$ cat config.mk
export PLATFORM = sky130hd
export DESIGN_NAME = cpu_status_flags
export DESIGN_NICKNAME = d
export VERILOG_FILES = /design/src/cpu_status_flags_pkg.sv /design/src/cpu_status_flags.sv
export VERILOG_INCLUDE_DIRS = /design/src /design/src/src
export SDC_FILE = /design/constraint.sdc
export NUM_CORES = 1
export LEC_CHECK = 0
export BUFFER_PORTS_ARGS = -buffer_cell sky130_fd_sc_hd__buf_4
export CORE_ASPECT_RATIO = 1.75
export CORE_UTILIZATION = 51
export DETAILED_ROUTE_END_ITERATION = 8
export GPL_TIMING_DRIVEN = 0
export PLACE_DENSITY = 0.81
export REMOVE_ABC_BUFFERS = 1
export SLEW_MARGIN = 15
export SYNTH_ARGS = -nofsm -noshare
export SYNTH_HDL_FRONTEND = slang
export SYNTH_SLANG_ARGS = --single-unit
export TNS_END_PERCENT = 50
$ cat constraint.sdc
create_clock -name CLK -period 1.6 [get_ports CLK]
set_clock_uncertainty 0.05 [all_clocks]
set_input_delay 0.08 -clock CLK [delete_from_list [all_inputs] [get_ports CLK]]
set_output_delay 0.08 -clock CLK [all_outputs]
set_load 0.05 [all_outputs]
$ cat src/cpu_status_flags_consts.svh
// register offsets, bit positions and reset values of the status flags block
`ifndef CPU_STATUS_FLAGS_CONSTS_SVH
`define CPU_STATUS_FLAGS_CONSTS_SVH

`define CSF_OFS_STATE 2'h0
`define CSF_OFS_CORE 2'h1
`define CSF_OFS_INTC 2'h2

`define CSF_BIT_CARRY 0
`define CSF_BIT_ZERO 1
`define CSF_BIT_WRAP 2
`define CSF_BIT_NEG 3
`define CSF_BIT_LOOP 4
`define CSF_BIT_PRIO_LO 5
`define CSF_BIT_PRIO_HI 7
`define CSF_BIT_COMB_CLIP 11
`define CSF_BIT_B_CLIP 12
`define CSF_BIT_A_CLIP 13
`define CSF_BIT_PRIO_MSB 3
`define CSF_BIT_NEST_DIS 15

`define CSF_RST_PRIO 3'h0
`define CSF_PRIO_TOP 3'h7
`define CSF_ZERO_WORD 16'h0000

`endif

$ cat src/cpu_status_flags_pkg.sv
// types shared by the status flags block
package cpu_status_flags_pkg;
  typedef logic [15:0] word_t;
  typedef logic [2:0]  prio_t;
  typedef enum logic [0:0] {
    OP_ADD = 1'b0,
    OP_SUB = 1'b1
  } alu_op_t;
endpackage

$ cat src/cpu_status_flags.sv
// processor status word low byte, clip flags and priority output
//
// Decided for this implementation: the strobed register port and the placing of the registers.
`timescale 1ns/1ps
`include "cpu_status_flags_consts.svh"

// How it works
// - three-bit priority, level seven masks users
// - upper control bit extends priority to 8-15
// - upper priority bit masks all user interrupts
// - nesting disable makes priority field read-only
// - bit 4 follows single-instruction loop activity
// - bit 3 set on negative result
// - bit 2 set on signed overflow
// - bit 1 set on zero result, nonzero result clears
// - bit 0 holds carry out of msb
// - status write loads each clip flag from its bit while bit 11 is set, else clears both
module cpu_status_flags
  import cpu_status_flags_pkg::*;
(
  input  wire logic       CLK,
  input  wire logic       RST,
  input  wire logic [1:0] ADDR,
  input  wire word_t      WDATA,
  input  wire logic       WR,
  input  wire logic       RD,
  output word_t           RDATA,
  input  wire logic       ALU_GO,
  input  wire alu_op_t    ALU_OP,
  input  wire word_t      ALU_A,
  input  wire word_t      ALU_B,
  input  wire logic       LOOP_BUSY,
  input  wire logic       ACC_A_SAT,
  input  wire logic       ACC_B_SAT,
  output word_t           ALU_Y,
  output logic [3:0]      PRIO,
  output logic            USER_IRQ_OFF
);

  prio_t       prio;
  logic        prio_msb;
  logic        nest_dis;
  logic        loop_flag;
  logic        neg;
  logic        wrap;
  logic        zero;
  logic        carry;
  logic        clip_a;
  logic        clip_b;
  logic        wr_state;
  logic        wr_core;
  logic        wr_intc;
  logic [16:0] sum;
  word_t       b_eff;
  logic        wrap_now;
  logic [3:0]  eff_prio;
  word_t       state_word;

  function automatic word_t pack_state(
    input prio_t p,
    input logic  lp,
    input logic  n,
    input logic  v,
    input logic  z,
    input logic  c,
    input logic  sa,
    input logic  sb
  );
    word_t w;
    w = `CSF_ZERO_WORD;
    w[`CSF_BIT_PRIO_HI:`CSF_BIT_PRIO_LO] = p;
    w[`CSF_BIT_LOOP] = lp;
    w[`CSF_BIT_NEG] = n;
    w[`CSF_BIT_WRAP] = v;
    w[`CSF_BIT_ZERO] = z;
    w[`CSF_BIT_CARRY] = c;
    w[`CSF_BIT_A_CLIP] = sa;
    w[`CSF_BIT_B_CLIP] = sb;
    w[`CSF_BIT_COMB_CLIP] = sa | sb;
    return w;
  endfunction

  assign wr_state = WR && (ADDR == `CSF_OFS_STATE);
  assign wr_core  = WR && (ADDR == `CSF_OFS_CORE);
  assign wr_intc  = WR && (ADDR == `CSF_OFS_INTC);

  // subtract as a + ~b + 1, so carry means no borrow
  assign b_eff = (ALU_OP == OP_SUB) ? ~ALU_B : ALU_B;
  assign sum   = {1'b0, ALU_A} + {1'b0, b_eff} + {16'h0000, ALU_OP == OP_SUB};
  // sign flips while both operands share a sign
  assign wrap_now = (ALU_A[15] == b_eff[15]) && (sum[15] != ALU_A[15]);

  assign eff_prio   = {prio_msb, prio};
  assign state_word = pack_state(prio, loop_flag, neg, wrap, zero, carry,
                                 clip_a, clip_b);

  always_ff @(posedge CLK or posedge RST)
  begin
    if (RST)
      prio <= `CSF_RST_PRIO;
    else if (wr_state && !nest_dis)
      prio <= WDATA[`CSF_BIT_PRIO_HI:`CSF_BIT_PRIO_LO];
  end

  always_ff @(posedge CLK or posedge RST)
  begin
    if (RST)
    begin
      prio_msb <= 1'b0;
      nest_dis <= 1'b0;
    end
    else
    begin
      if (wr_core)
      begin
        prio_msb <= WDATA[`CSF_BIT_PRIO_MSB];
      end
      if (wr_intc)
      begin
        nest_dis <= WDATA[`CSF_BIT_NEST_DIS];
      end
    end
  end

  // loop flag is read-only; the sequencer owns it
  always_ff @(posedge CLK or posedge RST)
  begin
    if (RST)
      loop_flag <= 1'b0;
    else
      loop_flag <= LOOP_BUSY;
  end

  // an alu update in the same cycle beats a software write
  always_ff @(posedge CLK or posedge RST)
  begin
    if (RST)
    begin
      neg   <= 1'b0;
      wrap  <= 1'b0;
      zero  <= 1'b0;
      carry <= 1'b0;
      ALU_Y <= `CSF_ZERO_WORD;
    end
    else if (ALU_GO)
    begin
      neg   <= sum[15];
      wrap  <= wrap_now;
      zero  <= (sum[15:0] == `CSF_ZERO_WORD);
      carry <= sum[16];
      ALU_Y <= sum[15:0];
    end
    else if (wr_state)
    begin
      neg   <= WDATA[`CSF_BIT_NEG];
      wrap  <= WDATA[`CSF_BIT_WRAP];
      zero  <= WDATA[`CSF_BIT_ZERO];
      carry <= WDATA[`CSF_BIT_CARRY];
    end
  end

  // a whole-word write is the only safe path; saturation set wins
  always_ff @(posedge CLK or posedge RST)
  begin
    if (RST)
    begin
      clip_a <= 1'b0;
      clip_b <= 1'b0;
    end
    else
    begin
      if (ACC_A_SAT)
      begin
        clip_a <= 1'b1;
      end
      else if (wr_state)
      begin
        clip_a <= WDATA[`CSF_BIT_A_CLIP] & WDATA[`CSF_BIT_COMB_CLIP];
      end
      if (ACC_B_SAT)
      begin
        clip_b <= 1'b1;
      end
      else if (wr_state)
      begin
        clip_b <= WDATA[`CSF_BIT_B_CLIP] & WDATA[`CSF_BIT_COMB_CLIP];
      end
    end
  end

  // outputs lag the stored state by one edge
  always_ff @(posedge CLK or posedge RST)
  begin
    if (RST)
    begin
      PRIO         <= 4'h0;
      USER_IRQ_OFF <= 1'b0;
    end
    else
    begin
      PRIO         <= eff_prio;
      USER_IRQ_OFF <= prio_msb || (prio == `CSF_PRIO_TOP);
    end
  end

  always_ff @(posedge CLK or posedge RST)
  begin
    if (RST)
      RDATA <= `CSF_ZERO_WORD;
    else if (RD)
    begin
      case (ADDR)
        `CSF_OFS_STATE: RDATA <= state_word;
        `CSF_OFS_CORE:  RDATA <= {12'h000, prio_msb, 3'h0};
        `CSF_OFS_INTC:  RDATA <= {nest_dis, 15'h0000};
        default:        RDATA <= `CSF_ZERO_WORD;
      endcase
    end
    else
      RDATA <= `CSF_ZERO_WORD;
  end

  property p_prio_out;
    @(posedge CLK) disable iff (RST)
    1 |=> PRIO == $past(eff_prio);
  endproperty
  a_prio_out: assert property (p_prio_out)
    else $error("priority output mismatch");

  property p_top_level;
    @(posedge CLK) disable iff (RST)
    (prio == `CSF_PRIO_TOP) |=> USER_IRQ_OFF;
  endproperty
  a_top_level: assert property (p_top_level)
    else $error("level seven did not mask users");

  property p_msb_mask;
    @(posedge CLK) disable iff (RST)
    prio_msb |=> USER_IRQ_OFF && PRIO[3];
  endproperty
  a_msb_mask: assert property (p_msb_mask)
    else $error("upper priority bit did not mask users");

  property p_prio_lock;
    @(posedge CLK) disable iff (RST)
    wr_state && nest_dis |=> $stable(prio);
  endproperty
  a_prio_lock: assert property (p_prio_lock)
    else $error("priority written while locked");

  property p_loop;
    @(posedge CLK) disable iff (RST)
    1 |=> loop_flag == $past(LOOP_BUSY);
  endproperty
  a_loop: assert property (p_loop)
    else $error("loop flag does not follow loop");

  property p_neg;
    @(posedge CLK) disable iff (RST)
    ALU_GO |=> neg == ALU_Y[15];
  endproperty
  a_neg: assert property (p_neg)
    else $error("negative flag wrong");

  property p_wrap;
    @(posedge CLK) disable iff (RST)
    ALU_GO |=> wrap == $past(wrap_now);
  endproperty
  a_wrap: assert property (p_wrap)
    else $error("overflow flag wrong");

  property p_zero_keep;
    @(posedge CLK) disable iff (RST)
    !ALU_GO && !wr_state |=> $stable(zero);
  endproperty
  a_zero_keep: assert property (p_zero_keep)
    else $error("zero flag changed without cause");

  property p_zero_set;
    @(posedge CLK) disable iff (RST)
    ALU_GO |=> zero == (ALU_Y == `CSF_ZERO_WORD);
  endproperty
  a_zero_set: assert property (p_zero_set)
    else $error("zero flag does not match result");

  property p_carry;
    @(posedge CLK) disable iff (RST)
    ALU_GO |=> carry == $past(sum[16]);
  endproperty
  a_carry: assert property (p_carry)
    else $error("carry flag wrong");

  property p_clip_clear;
    @(posedge CLK) disable iff (RST)
    wr_state && !WDATA[`CSF_BIT_COMB_CLIP] && !ACC_A_SAT && !ACC_B_SAT
      |=> !clip_a && !clip_b;
  endproperty
  a_clip_clear: assert property (p_clip_clear)
    else $error("combined clip clear failed");

  property p_clip_set;
    @(posedge CLK) disable iff (RST)
    ACC_A_SAT |=> clip_a ##1 (clip_a || $past(wr_state));
  endproperty
  a_clip_set: assert property (p_clip_set)
    else $error("saturation event lost");

  property p_read;
    @(posedge CLK) disable iff (RST)
    RD && (ADDR == `CSF_OFS_STATE) |=> RDATA == $past(state_word);
  endproperty
  a_read: assert property (p_read)
    else $error("status read data wrong");

  property p_cv_loop;
    @(posedge CLK) disable iff (RST)
    LOOP_BUSY ##1 loop_flag ##1 !loop_flag;
  endproperty
  c_cv_loop: cover property (p_cv_loop);

  property p_cv_lock;
    @(posedge CLK) disable iff (RST)
    wr_state && nest_dis;
  endproperty
  c_cv_lock: cover property (p_cv_lock);

  property p_cv_clip;
    @(posedge CLK) disable iff (RST)
    clip_a ##1 wr_state ##1 !clip_a;
  endproperty
  c_cv_clip: cover property (p_cv_clip);

  property p_cv_wrap;
    @(posedge CLK) disable iff (RST)
    ALU_GO && wrap_now;
  endproperty
  c_cv_wrap: cover property (p_cv_wrap);

endmodule // cpu_status_flags

==> impl_metrics.ini, run 1 <==
[cells_and_area]
final_util = 0.760
final_cell_mix = buf_4, dfrtp_1, xor2_1
antenna_cells = 0
syn2layout_area_growth_pct = 42.2
layout_commonest_cell = buf_4
final_layout_size_suffix_gt1_frac = 0.404
stdcell_count = 450
final_net_count = 452

[yosys]
syn-cell-area_mm2 = 0.00283
yosys_warnings = 0
synth_seq_cells = 45
synth-edff-count = 0
synth_cells = 274
yosysSeqAreaShare = 0.398
async_reset_ff_frac = 1.00
avgSynthCellArea_um2 = 10.3
yosys_most_used_dff = dfrtp_1
yosysUniqueCellTypes = 61

[clock_tree]
clkTransAtPathRegs_ns = 0.09
clockBufferDepth = 2
cts_tree = yes
cts_root_buf = clkbuf_8
htreeDepth = 2
cts_buffers = 5
insertion_delay_ns = 0.30
clkSinkCount = 45

[place]
place_congestion = 0.874
place_hpwl_um = 5000
port_buffers = 86
dp_slack_ns = -1.27
numPlacedInstances = 424

[setup_path]
crit_chain = buf_12, xor2_1, ha_1, and3_1, a2111oi_0, a21oi_2, nand4b_1, a2111oi_4, nand4bb_1, o31ai_2
crit_type = in2reg
crit_family = compound AO/OA/AOI/OAI gates
crit_buf_inv = 1
crit_fanout = 16
crit_path_top_delay_cell = a2111oi_0
critPathArrivalTime_ns = 2.42
crit_path_max_incr_delay_ns = 0.83
required_ns = 1.74
cp-end-kind = flop
crit_path_start_kind = primary input

[sta]
fmax_ghz = 0.440
worst-slew-pin-transition_ns = 0.935
hold_viol = 0
report.final.slew_viol_count = 0
maxSlewHeadroom = 0.361
post-route-period-util = 1.42
fin_ws_ns = -0.671
fin_crit_ns = 2.27
setup_viol = 13
rsz0062_at_grt = true

[power]
power_uw = 4700
leakagePower_uw = 0.00189
powerDensity_mw_per_mm2 = 1170
ir_worst_vdd_mv = 0.642

[routing]
via_per_inst = 5.58
wl_per_cell_um = 16.2
totalWireLength_um = 7280
postRouteAntennaNets = 0
drt_iter0_markers = 66
via_count = 2513
first_pass_iters = 4
drc = 0

[floorplan]
design.die.area_mm2 = 0.00587
initial_utilization = 0.535
core_area_mm2 = 0.00530
die_h_um = 101
chipWidth_um = 58.3
rows = 35
io_pins = 96

[global_routing]
grt_util_all_layers = 0.245
grt_max_degree = 37
grt_overflow_total = 0
grt_pass1_vias = 2479
grt_pass1_wl_um = 11100
antenna_found_initial = 0

[min_path]
hold_class = in2reg

[status]
violations = negative setup slack
status = finished, violations left

[flow_run]
cap_violations = 0
## synth_stat cells, drive strengths merged, types with 2 or more instances
| library cell | count | area [µm²] |
|---|---|---|
| dfrtp | 45 | 1130 |
| ha | 17 | 213 |
| xor2 | 17 | 149 |
| a21oi | 16 | 80.1 |
| nand2 | 14 | 52.6 |
| mux2 | 13 | 146 |
| inv | 12 | 45.0 |
| and2 | 10 | 62.6 |
| a21o | 9 | 67.6 |
| o21ai | 9 | 45.0 |
| and3 | 8 | 50.1 |
| clkbuf | 8 | 30.0 |
| mux2i | 7 | 82.6 |
| nand3 | 7 | 35.0 |
| nor2 | 7 | 26.3 |
| xnor2 | 7 | 61.3 |
| a211oi | 6 | 50.1 |
| buf | 6 | 45.0 |
| nand2b | 4 | 25.0 |
| nand4 | 4 | 25.0 |
| o211ai | 4 | 30.0 |
| a2111oi | 3 | 32.5 |
| nor3b | 3 | 22.5 |
| a211o | 2 | 17.5 |
| a31o | 2 | 17.5 |
| nand3b | 2 | 15.0 |
| nand4b | 2 | 17.5 |
| nor2b | 2 | 12.5 |
| o31ai | 2 | 20.0 |
| or3 | 2 | 12.5 |
## metrics by stage
| stage | hold WS, ns | setup TNS, ns | instance area [µm²] |
|---|---|---|---|
| 2_1_floorplan | 0.0614 | -4.00 | 2770 |
| 3_3_place_gp | 0.141 | -18.69 | 3510 |
| 3_5_place_dp | -0.0148 | -12.17 | 3530 |
| 4_1_cts | 0.0135 | -2.71 | 3950 |
| 5_1_grt | 0.00570 | -4.68 | 4030 |
| 6_report | 0.0179 | -3.50 | 4030 |
## power by group
part	switching [µW]	leakage, µW	internal, µW
Combinational	1400	0.00129	902
Sequential	127	0.000550	1370
Clock	395	0.0000574	508
Total	1920	0.00189	2780
## flip-flops by register name (all words and copies together), names as in the netlist
signal        count
carry             1
prio_msb          1
USER_IRQ_OFF      1
clip_b            1
zero              1
RDATA            12
wrap              1
nest_dis          1
neg               1
PRIO              4
clip_a            1
loop_flag         1
ALU_Y            16
prio              3
## per-layer routing
layer  part of all wire  GRT usage  wire length, µm  up-vias
met4              0.027      0.108              199        0
met5                  0          0                0        -
li1                   -          -                -     1190
met1               0.36      0.249             2590     1205
met2               0.57      0.480             4160       99
met3              0.045     0.0257              330       19
## logic make-up after synthesis
group           after synthesis  synth area share
compound gates               68             0.176
xor+xnor                     24            0.0742
fa+ha+maj                    18            0.0822
buf+inv                      26            0.0424
flops                        45             0.398
mux                          20            0.0808
other cells                   1           0.00132
simple gates                 72             0.145
## cell type report
class	count	area, µm²
inverters	12	45.0
well taps	74	92.6
clock inverters	2	37.5
multi-input cells	206	1800
clock buffers	6	82.6
repair buffers	105	846
flip-flops and latches	45	1130
fillers	369	1270
## worst paths after layout
path                            startpoint         to  slack (ns)  cells after the start
worst max-delay path                ALU_OP       zero       -0.67                     10
worst max register to register    nest_dis    prio[2]        0.42                      2
worst min-delay path                    RD   RDATA[3]        0.02                      2
max in group asynchronous              RST  loop_flag        0.81                      4
worst min register to register     prio[2]    PRIO[2]        0.39                      0
min in group asynchronous              RST   ALU_Y[9]        0.22                      3
## timing repair
item                                    in CTS  in global routing
buffers inserted                             4                  4
endpoints found under the hold margin       54                  0
gates resized for setup                     34                  8
endpoints found under the setup margin      16                 14
hold buffers                                10                  0
pin swaps                                   15                  8
Power figures use the tool's default switching activity.
==> inputs of run 2 (changes only) <==
REMOVE_ABC_BUFFERS = default   (was 1)
==> run 2 against run 1 <==
The flow still finishes with violations (negative setup slack). Wire length up 1.3%. Maximum frequency down 0.21%. Sequential power about the same. Global-route usage up 0.066 points. Largest cell class unchanged. Largest power group unchanged.
==> impl_metrics.ini, run 2 (synthesis gave the netlist of run 1 again) <==
[cells_and_area]
largestRegisters = ALU_Y (16), RDATA (12), PRIO (4)
design_area_mm2 = 0.00422
n_fill_cell = 358
largest_reg_flops = 16
final_layout_size_suffix_gt1_frac = 0.458
antenna_cells = 0
layout_commonest_cell = buf_4
stdcell_count = 471
final_util = 0.797
final_net_count = 473
syn2layout_area_growth_pct = 49.1
final_cell_mix = buf_4, dfrtp_1, xor2_1
regMostFlops = ALU_Y

[global_routing]
grtUsageMet2 = 0.485
antenna_found_initial = 0
grt_max_degree = 37
met3_usage = 0.0411
grt_overflow_total = 0
grt_util_met1 = 0.227
grt_util_all_layers = 0.246
busiest_layer = met2
grt_pass1_wl_um = 11000
grt_pass1_vias = 2530

[floorplan]
initial_utilization = 0.535
chipWidth_um = 58.3
rows = 35
design.die.area_mm2 = 0.00587
die_h_um = 101
core_area_mm2 = 0.00530
io_pins = 96

[setup_path]
required_ns = 1.77
critPathArrivalTime_ns = 2.45
crit_path_start_kind = primary input
crit_type = in2reg
crit_fanout = 7
cp-end-kind = flop

[power]
ir_worst_vdd_mv = 0.553
power_uw = 4630
powerDensity_mw_per_mm2 = 1100
leakagePower_uw = 0.00199

[sta]
setup_viol = 14
post-route-period-util = 1.42
worst-slew-pin-transition_ns = 0.949
report.final.slew_viol_count = 0
fin_ws_ns = -0.676
maxSlewHeadroom = 0.366
fin_crit_ns = 2.28
fmax_ghz = 0.439
rsz0062_at_grt = true
hold_viol = 0

[routing]
first_pass_iters = 4
wl_per_cell_um = 15.6
drc = 0
totalWireLength_um = 7370
postRouteAntennaNets = 0
via_count = 2581
via_per_inst = 5.48
drt_iter0_markers = 119

[clock_tree]
cts_tree = yes
cts_root_buf = clkbuf_8
cts_buffers = 5
clkTransAtPathRegs_ns = 0.09
htreeDepth = 2
clockBufferDepth = 2
insertion_delay_ns = 0.31
clkSinkCount = 45

[min_path]
hold_class = in2reg

[place]
dp_slack_ns = -1.13
place_hpwl_um = 5140
numPlacedInstances = 436
port_buffers = 84
dpl_cell_area_mm2 = 0.00366
place_congestion = 0.839

[flow_run]
cap_violations = 0

[status]
violations = negative setup slack
status = finished, violations left
[run 2: changes by cell type in the layout (fill, tap and decap cells not counted), moves of 2 or more]
| cell | delta |
|---|---|
| buf_4 | +15 |
| nand2_1 | -2 |
| ha_2 | +7 |
| ha_4 | -3 |
| ha_1 | -4 |
| xor2_4 | +2 |
| xor2_2 | -2 |
| a2111oi_1 | +2 |
| a2111oi_0 | -2 |
| clkbuf_1 | +3 |
| a211oi_2 | +2 |
[run 2: critical path: stages]
cell	delay (ns)
buf_12	0.12
clkbuf_16	0.17
xor2_4	0.16
fa_2	0.39
a21o_1	0.21
a221o_1	0.38
buf_4	0.17
o41ai_4	0.29
xnor2_2	0.11
nand4bb_1	0.20
o31ai_2	0.18
[run 2: layout make-up]
cell class                 instances  area [µm²]  area share
buffer                            10        90.1      0.0213
clock buffer                       5        68.8      0.0163
clock inverter                     3        25.0     0.00593
inverter                          12        45.0      0.0107
multi-input combinational        206        1860       0.441
sequential                        45        1130       0.267
tap                               74        92.6      0.0219
timing repair buffer             116         915       0.217
[run 2: timing repair]
item | in CTS | in global routing
endpoints found under the hold margin | 54 | 0
hold buffers | 11 | 0
gates cloned | 0 | 0
setup buffers | 9 | 11
resized for setup | 24 | 24
pin swaps | 19 | 25
setup endpoints to repair | 14 | 15
[run 2: power by group]
group	switching, µW	internal (µW)
Clock	414	315
Combinational	1430	971
Sequential	135	1370
Total	1980	2650
[run 2: per-stage QoR]
stage	setup TNS, ns	hold slack (ns)
finish	-5.59	0.0205
global route	-6.73	0.0292
CTS	-5.39	0.0199
detailed placement	-11.37	-0.0223
global placement	-14.90	0.141
floorplan	-7.40	0.0614
[run 2: worst paths after layout]
kind | startpoint | endpoint | slack [ns] | cells past startpoint
worst max-delay path | ALU_OP | zero | -0.68 | 11
worst min register to register | prio_msb | PRIO[3] | 0.39 | 0
worst max register to register | prio_msb | RDATA[3] | 0.17 | 3
min in group asynchronous | RST | ALU_Y[1] | 0.20 | 3
max in group asynchronous | RST | ALU_Y[10] | 0.83 | 4
worst min-delay path | WDATA[0] | carry | 0.02 | 3
[run 2: routing by layer]
layer  share of wire  wire length, µm  up-vias
met5               0                0        -
met4           0.041              305        0
met2            0.57             4190       94
met3           0.043              317       28
li1                -                -     1233
met1            0.35             2550     1226
==> inputs of run 3 (changes only) <==
BUFFER_PORTS_ARGS = -buffer_cell sky130_fd_sc_hd__buf_2   (was -buffer_cell sky130_fd_sc_hd__buf_4)
==> run 3 against run 2 <==
The flow still finishes with violations (negative setup slack). Highest routed layer unchanged. Via count rose by 0.93%. Final cell count rose by 0.85%. Die area did not move.
==> impl_metrics.ini, run 3 (synthesis gave the netlist of run 1 again) <==
[setup_path]
rrSetupSlack_ns = 0.21
required_ns = 1.74
cp-end-kind = flop
critPathArrivalTime_ns = 2.44
rr_worst_depth = 3
crit_type = in2reg
crit_fanout = 8
crit_path_start_kind = primary input

[power]
pwr-share-comb = 0.520
p_sw_uw = 2000
power_uw = 4580
clockPowerShare = 0.154
powerDensity_mw_per_mm2 = 1110
leakagePower_uw = 0.00198
internal_power_uw = 2570
ir_worst_vdd_mv = 0.544
power_frac_seq = 0.326
netSwitchingFraction = 0.438

[cells_and_area]
layout_commonest_cell = buf_2
antenna_cells = 0
largestRegisters = ALU_Y (16), RDATA (12), PRIO (4)
final_layout_size_suffix_gt1_frac = 0.461
largest_reg_flops = 16
final_cell_mix = buf_2, dfrtp_1, buf_4
final_net_count = 477
syn2layout_area_growth_pct = 45.8
regMostFlops = ALU_Y

[place]
port_buffers = 84
dp_slack_ns = -1.16
place_hpwl_um = 5060
place_congestion = 0.847

[routing]
first_pass_iters = 4
via_count = 2605
wl_per_cell_um = 15.5
postRouteAntennaNets = 0
drt_iter0_markers = 96
drc = 0
via_per_inst = 5.48
totalWireLength_um = 7380

[sta]
rsz0062_at_grt = true
report.final.slew_viol_count = 0
maxSlewHeadroom = 0.422
post-route-period-util = 1.44
worst-slew-pin-transition_ns = 0.865
fin_crit_ns = 2.30
fin_ws_ns = -0.701
setup_viol = 15
hold_viol = 0
finalSetupTns_ns = -5.90
fmax_ghz = 0.435

[global_routing]
grt_util_all_layers = 0.250
grt_pass1_vias = 2565
antenna_found_initial = 0
grt_pass1_wl_um = 11200
grt_overflow_total = 0
grt_max_degree = 37

[clock_tree]
insertion_delay_ns = 0.30
htreeDepth = 2
cts_tree = yes
cts_buffers = 5
clkSinkCount = 45
clockBufferDepth = 2
cts_root_buf = clkbuf_8
clkTransAtPathRegs_ns = 0.08

[status]
violations = negative setup slack
status = finished, violations left

[floorplan]
core_area_mm2 = 0.00530
design.die.area_mm2 = 0.00587
io_pins = 96
die_h_um = 101
chipWidth_um = 58.3
initial_utilization = 0.535
rows = 35

[min_path]
hold_class = in2reg
hold_depth = 3

[flow_run]
cap_violations = 0
==> run 3: final cells by class <==
type                            instances  area [µm²]
Timing Repair Buffer                  119         771
Fill cell                             338        1170
Multi-Input combinational cell        206        1910
Inverter                               12        45.0
Clock inverter                          3        21.3
Tap cell                               74        92.6
Clock buffer                            5        68.8
Buffer                                 11        93.8
Sequential cell                        45        1130
==> run 3: path summary, 6_finish.rpt <==
check                         start         to
hold / removal             WDATA[0]      carry
max in group asynchronous       RST  ALU_Y[10]
hold reg to reg             prio[2]    PRIO[2]
setup / recovery             ALU_OP       zero
min in group asynchronous       RST   ALU_Y[1]
setup reg to reg           prio_msb   RDATA[3]
==> run 3: per-stage QoR <==
stage / instance area (µm²) / utilization / cells / hold WS, ns
6_report: 4130 / 0.779 / 475 / 0.0388
3_5_place_dp: 3450 / 0.650 / 436 / -0.0349
3_3_place_gp: 3430 / 0.647 / 435 / 0.142
4_1_cts: 3950 / 0.745 / 472 / 0.0245
2_1_floorplan: 2910 / - / 277 / 0.0614
5_1_grt: 4130 / 0.779 / 475 / 0.0576
==> run 3: routing by layer <==
layer  part of all wire  wire, µm  global-route usage
met2               0.56      4170               0.495
met1               0.35      2600               0.243
met3              0.043       314              0.0295
met5                  0         0                   0
met4              0.041       303               0.119
==> run 3: worst max-delay path, stage by stage <==
cell	delay [ns]
buf_12	0.13
xor2_1	0.16
ha_1	0.26
clkbuf_1	0.20
and3_1	0.25
a2111oi_0	0.73
a21oi_1	0.13
nand4b_1	0.23
a2111oi_4	0.06
nand4bb_1	0.13
o31ai_2	0.06
==> run 3: what timing repair did <==
item / CTS / global route
endpoints found under the setup margin: 14 / 14
hold buffers: 11 / 0
setup buffers: 17 / 5
cloned: 1 / 0
pin swaps: 34 / 27
hold endpoints to repair: 54 / 0
gates resized for setup: 36 / 25
==> run 3: power by group through the flow <==
| stage | Combinational, µW | Sequential, µW | Clock, µW |
|---|---|---|---|
| after floorplan | 853 | 2130 | 0 |
| after global placement | 1910 | 1500 | 0 |
| after detailed placement | 1950 | 1510 | 0 |
| after CTS | 2200 | 1490 | 715 |
| after global routing | 2510 | 1520 | 761 |
| final | 2380 | 1490 | 704 |
